--- src/rtl/rst_lp_regs.vh ---
// Timing counts and constants for the reset and low-power sequencer
`ifndef RST_LP_REGS_VH
`define RST_LP_REGS_VH
`define POWERUP_RC_CYCLES   7'd66
`define OSC_SETTLE_CLOCKS   5'd16
`define PIN_FILTER_CLOCKS   3'd4
`define OPTION_LOAD_CLOCKS  4'd4
`define RESET_VECTOR_ADDR   16'h0002
`endif

--- src/rtl/reset_and_low_power_sequencer.v ---
// Reset sequencer, reset-source status and stop/halt control for a small microcontroller
`include "rst_lp_regs.vh"
`timescale 1ns/1ps
`default_nettype none
module reset_and_low_power_sequencer #(
  parameter [6:0] POWERUP_CYCLES = `POWERUP_RC_CYCLES,
  parameter [4:0] SETTLE_CLOCKS  = `OSC_SETTLE_CLOCKS,
  parameter [2:0] PIN_CLOCKS     = `PIN_FILTER_CLOCKS,
  parameter [3:0] OPTION_CLOCKS  = `OPTION_LOAD_CLOCKS
) (
  input  wire        sys_clk_i,
  input  wire        arst_n_i,
  input  wire        supply_good_i,
  input  wire        supply_droop_detector_i,
  input  wire        dog_osc_i,
  input  wire        dog_timeout_i,
  input  wire        reset_pin_n_i,
  input  wire        stop_instr_i,
  input  wire        halt_instr_i,
  input  wire        stop_recovery_i,
  input  wire        wake_i,
  input  wire        droop_detect_in_stop_option_i,
  input  wire        dog_timeout_reset_select_i,
  input  wire        dog_stop_enable_i,
  input  wire        status_clear_i,
  output reg         sys_reset_o,
  output reg         option_load_o,
  output reg         fetch_reset_vector_o,
  output wire [15:0] reset_vector_o,
  output reg         powerup_status_o,
  output reg         dog_status_o,
  output reg         stop_mode_o,
  output reg         halt_mode_o,
  output wire        sys_clk_run_o,
  output wire        cpu_run_o,
  output wire        crystal_enable_o,
  output wire        osc_in_drive_o,
  output wire        osc_in_oe_o,
  output wire        osc_out_drive_o,
  output wire        osc_out_oe_o,
  output wire        dog_run_o,
  output wire        droop_detect_enable_o,
  output wire        peripheral_idle_o
);

  localparam [4:0] ST_POWERUP = 5'h01;
  localparam [4:0] ST_SETTLE  = 5'h02;
  localparam [4:0] ST_OPTION  = 5'h04;
  localparam [4:0] ST_RUN     = 5'h08;
  localparam [4:0] ST_STOP    = 5'h10;

  reg  [4:0] state;
  reg  [4:0] next_state;
  reg  [6:0] rc_count;
  reg  [4:0] settle_count;
  reg  [3:0] option_count;
  reg  [2:0] pin_count;
  reg        pin_reset;
  reg        dog_osc_q1;
  reg        dog_osc_q2;
  reg        dog_osc_q3;
  reg        powerup_cause;
  reg        dog_cause;
  wire       rc_edge;
  wire       droop_active;
  wire       dog_reset;
  wire       warm_reset;
  wire       restart;

  localparam [6:0] RC_LAST     = POWERUP_CYCLES - 7'd1;
  localparam [4:0] SETTLE_LAST = SETTLE_CLOCKS - 5'd1;
  localparam [3:0] OPTION_LAST = OPTION_CLOCKS - 4'd1;

  // True in the states that hold the chip in reset
  function is_reset_state;
    input [4:0] st;
    begin
      is_reset_state = (st == ST_POWERUP) || (st == ST_SETTLE) || (st == ST_OPTION);
    end
  endfunction

  // True on the edge that leaves option load for normal running
  function is_release;
    input [4:0] st;
    input [4:0] nxt;
    begin
      is_release = (st == ST_OPTION) && (nxt == ST_RUN);
    end
  endfunction

  // Dog oscillator sampled through two flops, edge taken after them
  always @(posedge sys_clk_i or negedge arst_n_i) begin
    if (!arst_n_i) begin
      dog_osc_q1 <= 1'b0;
      dog_osc_q2 <= 1'b0;
      dog_osc_q3 <= 1'b0;
    end else begin
      dog_osc_q1 <= dog_osc_i;
      dog_osc_q2 <= dog_osc_q1;
      dog_osc_q3 <= dog_osc_q2;
    end
  end
  assign rc_edge = dog_osc_q2 & ~dog_osc_q3;

  // Droop detector only counts when enabled for the current mode
  assign droop_detect_enable_o = (state != ST_STOP) | droop_detect_in_stop_option_i;
  assign droop_active = supply_droop_detector_i & droop_detect_enable_o;

  // Dog timeout resets only in normal or halt mode
  assign dog_reset = dog_timeout_i & dog_timeout_reset_select_i & (state == ST_RUN);

  // Pin filter: low for the full count before a reset is accepted
  always @(posedge sys_clk_i or negedge arst_n_i) begin
    if (!arst_n_i) begin
      pin_count <= 3'h0;
      pin_reset <= 1'b0;
    end else if (reset_pin_n_i) begin
      pin_count <= 3'h0;
      pin_reset <= 1'b0;
    end else if (pin_count < PIN_CLOCKS) begin
      pin_count <= pin_count + 3'h1;
      pin_reset <= (pin_count + 3'h1 == PIN_CLOCKS);
    end
  end

  assign warm_reset = dog_reset | pin_reset;
  assign restart    = ~supply_good_i | droop_active;

  // Sequencer
  always @* begin
    next_state = state;
    case (state)
      // Wait for the power-up count on dog oscillator edges
      ST_POWERUP: begin
        if (supply_good_i && !droop_active && rc_edge && rc_count == RC_LAST) begin
          next_state = ST_SETTLE;
        end
      end
      // Let the crystal settle
      ST_SETTLE: begin
        if (settle_count == SETTLE_LAST) begin
          next_state = ST_OPTION;
        end
      end
      // Load option bits, held while a pin reset stands
      ST_OPTION: begin
        if (option_count == OPTION_LAST && !pin_reset) begin
          next_state = ST_RUN;
        end
      end
      // Normal and halt operation
      ST_RUN: begin
        if (stop_instr_i) begin
          next_state = ST_STOP;
        end
      end
      // Clocks stopped until recovery
      ST_STOP: begin
        if (stop_recovery_i) begin
          next_state = ST_OPTION;
        end
      end
      default: begin
        next_state = ST_POWERUP;
      end
    endcase
    if (restart) begin
      next_state = ST_POWERUP;
    end else if (warm_reset && state != ST_POWERUP && state != ST_SETTLE) begin
      next_state = ST_OPTION;
    end
  end

  // State register
  always @(posedge sys_clk_i or negedge arst_n_i) begin
    if (!arst_n_i) begin
      state <= ST_POWERUP;
    end else begin
      state <= next_state;
    end
  end

  // Power-up counter; any supply loss starts it again from zero
  always @(posedge sys_clk_i or negedge arst_n_i) begin
    if (!arst_n_i) begin
      rc_count <= 7'h00;
    end else if (restart || state != ST_POWERUP || next_state != ST_POWERUP) begin
      rc_count <= 7'h00;
    end else if (rc_edge) begin
      rc_count <= rc_count + 7'd1;
    end
  end

  // Oscillator settle counter
  always @(posedge sys_clk_i or negedge arst_n_i) begin
    if (!arst_n_i) begin
      settle_count <= 5'h00;
    end else if (state != ST_SETTLE || next_state != ST_SETTLE) begin
      settle_count <= 5'h00;
    end else begin
      settle_count <= settle_count + 5'd1;
    end
  end

  // Option load counter; restarts while a pin reset is still held
  always @(posedge sys_clk_i or negedge arst_n_i) begin
    if (!arst_n_i) begin
      option_count <= 4'h0;
    end else if (state != ST_OPTION || next_state != ST_OPTION || warm_reset) begin
      option_count <= 4'h0;
    end else if (option_count != OPTION_LAST) begin
      option_count <= option_count + 4'd1;
    end
  end

  // Combined system reset
  always @(posedge sys_clk_i or negedge arst_n_i) begin
    if (!arst_n_i) begin
      sys_reset_o <= 1'b1;
    end else begin
      sys_reset_o <= is_reset_state(next_state);
    end
  end

  // Option load strobe
  always @(posedge sys_clk_i or negedge arst_n_i) begin
    if (!arst_n_i) begin
      option_load_o <= 1'b0;
    end else begin
      option_load_o <= (next_state == ST_OPTION);
    end
  end

  // Reset-vector fetch pulse on release
  always @(posedge sys_clk_i or negedge arst_n_i) begin
    if (!arst_n_i) begin
      fetch_reset_vector_o <= 1'b0;
    end else begin
      fetch_reset_vector_o <= is_release(state, next_state);
    end
  end
  assign reset_vector_o = `RESET_VECTOR_ADDR;

  // Reset-cause memory, cleared once the chip runs again
  always @(posedge sys_clk_i or negedge arst_n_i) begin
    if (!arst_n_i) begin
      powerup_cause <= 1'b1;
      dog_cause     <= 1'b0;
    end else begin
      if (state == ST_POWERUP) begin
        powerup_cause <= 1'b1;
      end else if (state == ST_RUN) begin
        powerup_cause <= 1'b0;
      end
      if (dog_reset) begin
        dog_cause <= 1'b1;
      end else if (state == ST_RUN) begin
        dog_cause <= 1'b0;
      end
    end
  end

  // Status flags; a new cause wins over a clear
  always @(posedge sys_clk_i or negedge arst_n_i) begin
    if (!arst_n_i) begin
      powerup_status_o <= 1'b0;
      dog_status_o     <= 1'b0;
    end else begin
      if (is_release(state, next_state) && powerup_cause) begin
        powerup_status_o <= 1'b1;
      end else if (status_clear_i) begin
        powerup_status_o <= 1'b0;
      end
      if (is_release(state, next_state) && dog_cause) begin
        dog_status_o <= 1'b1;
      end else if (status_clear_i) begin
        dog_status_o <= 1'b0;
      end
    end
  end

  // Stop mode flag
  always @(posedge sys_clk_i or negedge arst_n_i) begin
    if (!arst_n_i) begin
      stop_mode_o <= 1'b0;
    end else begin
      stop_mode_o <= (next_state == ST_STOP);
    end
  end

  // Halt mode flag, left on wake or on any state change
  always @(posedge sys_clk_i or negedge arst_n_i) begin
    if (!arst_n_i) begin
      halt_mode_o <= 1'b0;
    end else if (next_state != ST_RUN || wake_i) begin
      halt_mode_o <= 1'b0;
    end else if (halt_instr_i && !stop_instr_i) begin
      halt_mode_o <= 1'b1;
    end
  end

  // Clock and oscillator control in stop; halt keeps the crystal on
  assign sys_clk_run_o     = ~stop_mode_o;
  assign cpu_run_o         = ~stop_mode_o & ~halt_mode_o & ~sys_reset_o;
  assign crystal_enable_o  = ~stop_mode_o;
  assign osc_in_drive_o    = 1'b1;
  assign osc_in_oe_o       = stop_mode_o;
  assign osc_out_drive_o   = 1'b0;
  assign osc_out_oe_o      = stop_mode_o;
  assign dog_run_o         = ~stop_mode_o | dog_stop_enable_i;
  assign peripheral_idle_o = stop_mode_o;

endmodule // reset_and_low_power_sequencer
`default_nettype wire

--- config.mk ---
export PLATFORM = sky130hd
export DESIGN_NAME = reset_and_low_power_sequencer
export DESIGN_NICKNAME = d
export VERILOG_FILES = /design/src/rtl/reset_and_low_power_sequencer.v
export VERILOG_INCLUDE_DIRS = /design/src /design/src/rtl
export SDC_FILE = /design/constraint.sdc
export NUM_CORES = 1
export LEC_CHECK = 0
export BUFFER_PORTS_ARGS = -buffer_cell sky130_fd_sc_hd__buf_4
export CAP_MARGIN = 20
export CORE_MARGIN = 4
export CORE_UTILIZATION = 24
export DETAILED_ROUTE_END_ITERATION = 12
export GPL_TIMING_DRIVEN = 0
export MAX_ROUTING_LAYER = met4
export PLACE_DENSITY = 0.5
export SYNTH_ARGS = -nofsm -noshare
export SYNTH_HDL_FRONTEND = slang
export SYNTH_SLANG_ARGS = --single-unit
--- constraint.sdc ---
create_clock -name sys_clk_i -period 2.1 [get_ports sys_clk_i]
set_input_delay 0 -clock sys_clk_i [delete_from_list [all_inputs] [get_ports sys_clk_i]]
set_output_delay 0 -clock sys_clk_i [all_outputs]
set_load 0.05 [all_outputs]
==> results of run 1 <==
## registers in the layout (all words and copies together), names as in the netlist, 3 cells and up
name          count
option_count      4
settle_count      5
pin_count         3
rc_count          7
state             5
## how the worst max path moves through the flow
stage                          from              end  slack, ps  cells after the start
floorplan                  state[1]  option_count[0]          2                      4
global placement    option_count[0]      halt_mode_o       -450                      6
detailed placement  option_count[0]      halt_mode_o       -430                      6
CTS                        state[1]  option_count[2]         10                      5
global route               state[1]  option_count[3]        -30                      5
finish                     state[1]  option_count[3]         60                      5
## power breakdown
group | internal [mW] | switching (mW) | total [mW]
Clock | 0.261 | 0.244 | 0.504
Sequential | 0.741 | 0.0253 | 0.767
Combinational | 0.0851 | 0.136 | 0.222
## logic make-up after synthesis
| kind of cell | Yosys count | synth area share (%) |
|---|---|---|
| adders and majority gates | 7 | 4.43 |
| muxes | 4 | 2.09 |
| and+or+nand+nor | 70 | 20.1 |
| other | 2 | 0.380 |
| AOI/OAI and AO/OA | 29 | 10.5 |
| DFF | 37 | 47.1 |
| buffers and inverters | 34 | 10.6 |
| xor gates and xnor gates | 11 | 4.88 |
## layout make-up
class	instances	area [um^2]
fill	807	5270
sequential	37	931
timing repair buffer	37	285
clock buffer	7	86.3
multi-input combinational	139	936
buffer	26	184
tap	102	128
inverter	7	26.3
## cell usage in the layout, fill, tap and decap left out, types with 2 or more instances in the layout
| master | instances |
|---|---|
| a21o_1 | 3 |
| a21oi_1 | 3 |
| a31oi_1 | 2 |
| a32o_1 | 2 |
| and3_1 | 7 |
| and4_1 | 3 |
| buf_4 | 56 |
| clkbuf_1 | 4 |
| clkbuf_8 | 6 |
| conb_1 | 18 |
| dfrtp_1 | 33 |
| dfstp_2 | 3 |
| dlygate4sd3_1 | 3 |
| ha_1 | 7 |
| inv_1 | 7 |
| mux2i_1 | 3 |
| nand2_1 | 7 |
| nand2b_1 | 3 |
| nand3_1 | 5 |
| nor2_1 | 20 |
| nor2b_1 | 2 |
| nor3_1 | 4 |
| nor4b_1 | 2 |
| o211ai_1 | 2 |
| o21ai_0 | 5 |
| or2_2 | 2 |
| or3_1 | 2 |
| or4b_4 | 2 |
| xnor2_1 | 5 |
| xor2_1 | 6 |
## repair_timing
| action | in CTS | in global routing |
|---|---|---|
| resized for setup | 7 | 4 |
| hold buffers | 3 | 0 |
| endpoints found under the hold margin | 39 | 0 |
| buffers inserted | 3 | 2 |
| endpoints found under the setup margin | 14 | 13 |
| cloned | 0 | 0 |
| pin swaps | 5 | 2 |
## critical path: stages, from the launching register on
cell	delay, ps
dfrtp_2	410
or4b_4	530
o31a_1	290
or4b_4	510
buf_4	150
nor2_1	90
## metal layers
metal,wire length [um],vias to the layer above,share of wire [%],GRT usage [%]
met5,0,-,0,-
met4,79,0,1.9,3.57
met3,277,5,6.7,2.62
met2,1790,44,43,13.6
met1,1990,697,48,12.0
li1,-,761,-,-
==> flow_summary.ini, run 1 <==
[critical_path]
reg2regPathDepth = 5
crit_fanout = 3
crit_path_end_kind = flip-flop
reg2reg_from = state[1]
reg2reg_slack_ps = 60
critPathRequiredTime_ps = 2320
worstSetupPathType = reg2reg
worstPathArrival_ps = 2260
startpoint_type = flip-flop
worstReg2RegEnd = option_count[3]

[yosys]
yosys_register_bits = 37
ys_warn_count = 0
syn-instance-count = 194
yosysTopAreaCell = dfrtp_1
yosysTopAreaCellShare_pct = 43.1
synth_area_mm2 = 0.00198
ys_types = 49
synthTopCellsByCount = dfrtp_1 (34), buf_4 (22), nor2_1 (20)
async_flop_share_pct = 100
synth_enable_flop_cells = 0
yosysMostFrequentCell = dfrtp_1
synth_flop_cell = dfrtp_1
ys_seq_area_share_pct = 47.1
synth.area.top_cells = dfrtp_1 (43%), buf_4 (8.4%), ha_1 (4.4%), dfstp_2 (4.0%), nor2_1 (3.8%)
syn_avg_cell_area_um2 = 10.2

[timing]
hold_viol = 0
timing.fmax_mhz = 490
skew_ps = 8.02
fin_tns_setup_ps = 0
whs_ps = 48.6
setup_ws_ps = 59.3
finalMaxSlewViolations = 0
post-route-period-util_pct = 97.2
fin_crit_ps = 2040
setup_violations = 0
rsz0062_at_grt = yes

[placed_design]
placed_area_mm2 = 0.00238
place_congestion = 0.766
dp_cells = 341
portBuffers = 29
dp_slack_ps = -429
hpwl_um = 3020

[final_layout]
diodes = 0
drive_gt1_share_pct = 30.4
layout.cells.non_filler = 355
synthToLayoutAreaGrowth_pct = 30.4
layout.nets = 275
final_area_mm2 = 0.00258
final_core_util_pct = 32.8

[cts]
cts_buffer_depth = 2
cts.clk_slew.worst_paths_ps = 70
cts_tree = yes
clk-insertion-delay-late_ps = 290
cts_buffers = 5
htree_levels = 2
cts-root-buf = clkbuf_8
clock-sinks = 37

[floorplan]
design.die.area_mm2 = 0.00975
rows = 32
start_util_pct = 25.2
ios = 48
die_h_um = 98.7
core_mm2 = 0.00785
die_x_um = 98.7

[grt]
grt_pass1_wl_um = 7040
grt_pass1_vias = 1501
grt_use_total_pct = 9.21
grt_antenna_before_repair = 0
grt.overflow.total = 0
grt_max_degree = 38

[drt]
remaining_drc_errors = 0
via_per_inst = 4.25
wire_per_inst_um = 11.6
drt_pass1_iterations = 4
drt_iter0_markers = 97
vias = 1507
wl_um = 4130
ant_nets = 0

[power_and_ir_drop]
vdd_drop_max_mv = 0.230
power_mw = 1.49
power_density_mw_per_mm2 = 579
leakage_nw = 1.24

[min_path]
min_from = wake_i
hold_end = halt_mode_o
hp-class = in2reg
holdPathStages = 3

[outcome]
status = completed

[job]
cap_violations = 0
(Power assumes the default switching activity.)
==> inputs of run 2 (changes only) <==
--- a/config.mk
+++ b/config.mk
@@ -6,9 +6,10 @@
 export SDC_FILE = /design/constraint.sdc
 export NUM_CORES = 1
 export LEC_CHECK = 0
+export ABC_AREA = 1
 export BUFFER_PORTS_ARGS = -buffer_cell sky130_fd_sc_hd__buf_4
 export CAP_MARGIN = 20
-export CORE_MARGIN = 4
+export CORE_MARGIN = 5
 export CORE_UTILIZATION = 24
 export DETAILED_ROUTE_END_ITERATION = 12
 export GPL_TIMING_DRIVEN = 0
==> flow_summary.ini, run 2 <==
[timing]
fin_crit_ps = 1620
hold_viol = 0
setup_violations = 0
fin_tns_setup_ps = 0
post-route-period-util_pct = 77.2
whs_ps = 48.7
rsz0062_at_grt = no
timing.fmax_mhz = 617
skew_ps = 4.41
finalMaxSlewViolations = 0
setup_ws_ps = 479

[drt]
ant_nets = 0
via_per_inst = 3.82
wire_per_inst_um = 9.82
vias = 1473
drt_iter0_markers = 29
drt_pass1_iterations = 4
wl_um = 3790
remaining_drc_errors = 0

[final_layout]
largest_register = rc_count
layout.cells.non_filler = 386
synthToLayoutAreaGrowth_pct = 27.6
drive_gt1_share_pct = 31.0
layout_commonest_cell = buf_4
largest_reg_flops = 7
final_area_mm2 = 0.00257
diodes = 0
layout.nets = 302
reg_top3 = rc_count x7, settle_count x5, state x5
final_core_util_pct = 31.4
final_cell_mix = buf_4 (51), dfrtp_1 (34), nor2_1 (30), nand2_1 (29), inv_1 (22)

[cts]
htree_levels = 2
cts-root-buf = clkbuf_8
cts_tree = yes
clock-sinks = 37
cts_buffer_depth = 2
cts_buffers = 5
cts.clk_slew.worst_paths_ps = 80
post_cts_resized = 0
clk-insertion-delay-late_ps = 280

[critical_path]
crit_path_end_kind = flip-flop
crit_slowest_cell = dfrtp_1
crit_path_cell_trace = ha_1 > and3_1 > ha_1 > nand2_1 > nand2_1 > nor2_1 > nand2_1 > nand3_2 > nor2_1
cp_common_cell = nand2_1
crit_fanout = 4
startpoint_type = flip-flop
worstSetupPathType = reg2reg
reg2regPathDepth = 9
critPathRequiredTime_ps = 2280
max_stage_delay_ps = 400
worstReg2RegEnd = option_count[1]
reg2reg_from = settle_count[0]
reg2reg_slack_ps = 480
worstPathArrival_ps = 1800

[yosys]
ys_warn_count = 0
syn_avg_cell_area_um2 = 9.02
yosysTopAreaCell = dfrtp_1
synth.area.top_cells = dfrtp_1 (42%), buf_4 (8.2%), nor2_1 (5.6%), nand2_1 (5.4%), ha_1 (4.4%)
synth_flop_cell = dfrtp_1
synthTopCellsByCount = dfrtp_1 (34), nor2_1 (30), nand2_1 (29)
ys_seq_area_share_pct = 46.2
async_flop_share_pct = 100
yosysTopAreaCellShare_pct = 42.3
yosys_register_bits = 37
syn-instance-count = 223
synth_enable_flop_cells = 0
yosysMostFrequentCell = dfrtp_1
ys_types = 31
synth_area_mm2 = 0.00201

[outcome]
status = completed

[power_and_ir_drop]
vdd_drop_max_mv = 0.321
power_mw = 1.53
clock_power_share_pct = 34.1
p_int_mw = 1.10
pwr-share-seq_pct = 50.2
netSwitchingFraction_pct = 28.3
power_density_mw_per_mm2 = 596
power_switching_mw = 0.433
power_frac_comb_pct = 15.7
leakage_nw = 1.31

[placed_design]
place_congestion = 0.765
placed_area_mm2 = 0.00242
portBuffers = 29
dp_slack_ps = 490
hpwl_um = 2900
dp_cells = 373

[floorplan]
design.die.area_mm2 = 0.0103
core_mm2 = 0.00818
die_h_um = 102
ios = 48
rows = 33
die_x_um = 102
start_util_pct = 24.6

[min_path]
hold_end = state[1]
holdPathStages = 3
hp-class = in2reg
min_from = supply_good_i

[grt]
grt_max_degree = 38
grt_use_total_pct = 7.79
grt_antenna_before_repair = 0
grt_pass1_wl_um = 6240
grt.overflow.total = 0
grt_pass1_vias = 1425

[job]
cap_violations = 0
==> run 2: timing repair <==
item | 4_1_cts | 5_1_grt
buffers inserted | 0 | 0
hold endpoints to repair | 42 | 0
hold buffers | 5 | 0
==> run 2: cell type report <==
class / instances / area, um^2
Clock inverter: 2 / 13.8
Inverter: 26 / 97.6
Clock buffer: 6 / 82.6
Tap cell: 105 / 131
Timing Repair Buffer: 34 / 268
Sequential cell: 37 / 930
Multi-Input combinational cell: 154 / 880
Fill cell: 860 / 5610
Buffer: 22 / 165
==> run 2: critical path: cells and delay by family, from the launching register on <==
family | cells | cell delay (ps)
flops | 1 | 400
fa+ha+maj | 2 | 410
simple gates | 7 | 700
==> run 2: cells by family after synthesis <==
family	Yosys count	synth area share [%]
AND/OR/NAND/NOR	104	26.9
buffers and inverters	48	13.1
flip-flops	37	46.2
AO/OA/AOI/OAI	13	3.79
XOR/XNOR	11	4.79
adder cells (fa/ha/maj)	7	4.35
other	2	0.373
multiplexers	1	0.498
==> run 2: metal layers <==
layer  GRT usage [%]  share of wire (%)
met1            9.40                 45
met2            12.6                 45
met3            2.41                9.6
met4            2.15               0.61
met5               -                  0
==> run 2: how the worst max path moves through the flow <==
stage,startpoint,to,slack (ps),cells after the start
4_1_cts,settle_count[0],option_count[3],470,9
3_5_place_dp,settle_count[0],option_count[3],490,9
6_report,settle_count[0],option_count[1],480,9
3_3_place_gp,settle_count[0],option_count[1],490,9
5_1_grt,settle_count[0],option_count[3],300,9
2_1_floorplan,osc_in_oe_o,cpu_run_o,340,1
==> run 2: power by group through the flow <==
stage	Sequential (mW)	Clock [mW]	Combinational, mW
final	0.767	0.522	0.240
after global routing	0.772	0.576	0.268
after CTS	0.768	0.550	0.243
after detailed placement	0.782	0	0.235
after global placement	0.782	0	0.229
after floorplan	0.778	0	0.178
==> inputs of run 3 (changes only) <==
--- a/config.mk
+++ b/config.mk
@@ -14,7 +14,7 @@
 export DETAILED_ROUTE_END_ITERATION = 12
 export GPL_TIMING_DRIVEN = 0
 export MAX_ROUTING_LAYER = met4
-export PLACE_DENSITY = 0.5
+export PLACE_DENSITY = 0.48
 export SYNTH_ARGS = -nofsm -noshare
 export SYNTH_HDL_FRONTEND = slang
 export SYNTH_SLANG_ARGS = --single-unit
==> constraint.sdc (replaced) <==
create_clock -name sys_clk_i -period 1.64 [get_ports sys_clk_i]
set_input_delay 0 -clock sys_clk_i [delete_from_list [all_inputs] [get_ports sys_clk_i]]
set_output_delay 0 -clock sys_clk_i [all_outputs]
set_load 0.05 [all_outputs]
==> flow_summary.ini, run 3 (synthesized netlist as in run 2, its figures left out) <==
[placed_design]
hpwl_um = 2830
placed_area_mm2 = 0.00243
place_congestion = 0.760
portBuffers = 29
dp_slack_ps = 11.2

[timing]
whs_ps = 53.0
setup_ws_ps = 111
post-route-period-util_pct = 93.2
skew_ps = 3.88
fin_crit_ps = 1530
setup_violations = 0
hold_viol = 0
finalMaxSlewViolations = 0
fin_tns_setup_ps = 0
timing.fmax_mhz = 654

[cts]
cts_tree = yes
clk-insertion-delay-late_ps = 280
cts-root-buf = clkbuf_8
clock-sinks = 37
htree_levels = 2
cts.clk_slew.worst_paths_ps = 70
cts_buffers = 5
cts_buffer_depth = 2

[power_and_ir_drop]
vdd_drop_max_mv = 0.364
clock_power_share_pct = 38.6
power_switching_mw = 0.543
leakage_nw = 1.33
p_int_mw = 1.56
power_frac_comb_pct = 14.6
netSwitchingFraction_pct = 25.8
power_density_mw_per_mm2 = 792
pwr-share-seq_pct = 46.7
power_mw = 2.10

[drt]
wire_per_inst_um = 9.64
drt_iter0_markers = 47
wl_um = 3740
ant_nets = 0
via_per_inst = 3.85
vias = 1495
drt_pass1_iterations = 4
remaining_drc_errors = 0

[grt]
grt_pass1_vias = 1415
grt_max_degree = 38
grt_use_total_pct = 7.82
grt.overflow.total = 0
grt_pass1_wl_um = 6220
grt_antenna_before_repair = 0

[critical_path]
max_stage_delay_ps = 400
crit_path_cell_trace = ha_2 > and3_1 > ha_2 > nand2_1 > nand2_2 > nor2_2 > nand2_1 > nand3_2 > nor2_1
crit_start = settle_count[0]
crit_fanout = 4
worstSetupPathType = reg2reg
crit_buf_inv = 0
crit_path_end_kind = flip-flop
crit_family = simple AND/OR/NAND/NOR gates
reg2reg_from = settle_count[0]
critPathRequiredTime_ps = 1820
crit_slowest_cell = dfrtp_1
worstPathArrival_ps = 1710
startpoint_type = flip-flop

[final_layout]
drive_gt1_share_pct = 35.0
final_cell_mix = buf_4 (53), dfrtp_1 (33), nand2_1 (27), nor2_1 (27), inv_1 (22)
reg_top3 = rc_count x7, settle_count x5, state x5
largest_register = rc_count
synthToLayoutAreaGrowth_pct = 32.0
largest_reg_flops = 7
final_area_mm2 = 0.00266
layout_commonest_cell = buf_4
layout.nets = 304
diodes = 0

[floorplan]
design.die.area_mm2 = 0.0103
start_util_pct = 24.6
rows = 33
core_mm2 = 0.00818
die_x_um = 102
die_h_um = 102
ios = 48

[min_path]
min_from = supply_good_i
hp-class = in2reg

[job]
cap_violations = 0

[outcome]
status = completed
## run 3: changes by cell type in the layout (fill, tap and decap cells not counted), sizes merged
cell / change
buf: +2
bufinv: +1
clkbuf: +1
clkinv: -2
## run 3: through the flow
stage | utilization (%) | std cells
3_3_place_gp | 29.7 | 373
2_1_floorplan | - | 239
3_5_place_dp | 29.7 | 373
5_1_grt | 32.5 | 388
4_1_cts | 31.7 | 386
6_report | 32.5 | 388
## run 3: layout make-up
type	instances	area (um^2)
fill	866	5520
timing repair buffer	36	283
inverter	26	97.6
multi-input combinational	154	932
tap	105	131
buffer	22	165
clock inverter	1	30.0
clock buffer	7	86.3
sequential	37	931
## run 3: timing repair
item / 4_1_cts / 5_1_grt
setup endpoints to repair: 2 / 19
hold endpoints to repair: 42 / 0
buffers inserted: 0 / 2
gates resized for setup: 1 / 13
pin swaps: 0 / 4
hold buffers: 5 / 0
## run 3: worst paths after layout
check | endpoint | slack [ps] | depth (start not counted)
setup / recovery | option_count[1] | 110 | 9
min in group asynchronous | pin_count[0] | 200 | 2
hold / removal | state[1] | 50 | 3
hold reg to reg | dog_osc_q2 | 350 | 0
setup reg to reg | option_count[1] | 110 | 9
max in group asynchronous | state[4] | 1070 | 2
## run 3: routing by layer
| metal | up-vias | GRT usage [%] | routed length, um |
|---|---|---|---|
| met5 | - | - | 0 |
| met4 | 0 | 2.76 | 42 |
| met3 | 7 | 2.34 | 309 |
| met2 | 43 | 12.1 | 1680 |
| met1 | 662 | 9.67 | 1710 |
| li1 | 783 | - | - |
## run 3: worst reg2reg max path, stage by stage, from the launching register on
cell and delay [ps]:
dfrtp_1 400, ha_2 180, and3_1 180, ha_2 170, nand2_1 70, nand2_2 50, nor2_2 140, nand2_1 80
nand3_2 100, nor2_1 50
## run 3: power groups by stage
stage	registers [mW]	logic (mW)	clock network, mW
after floorplan	0.996	0.227	0
after global placement	1.00	0.293	0
after detailed placement	1.00	0.298	0
after CTS	0.983	0.309	0.853
after global routing	0.988	0.345	0.892
final	0.983	0.308	0.813
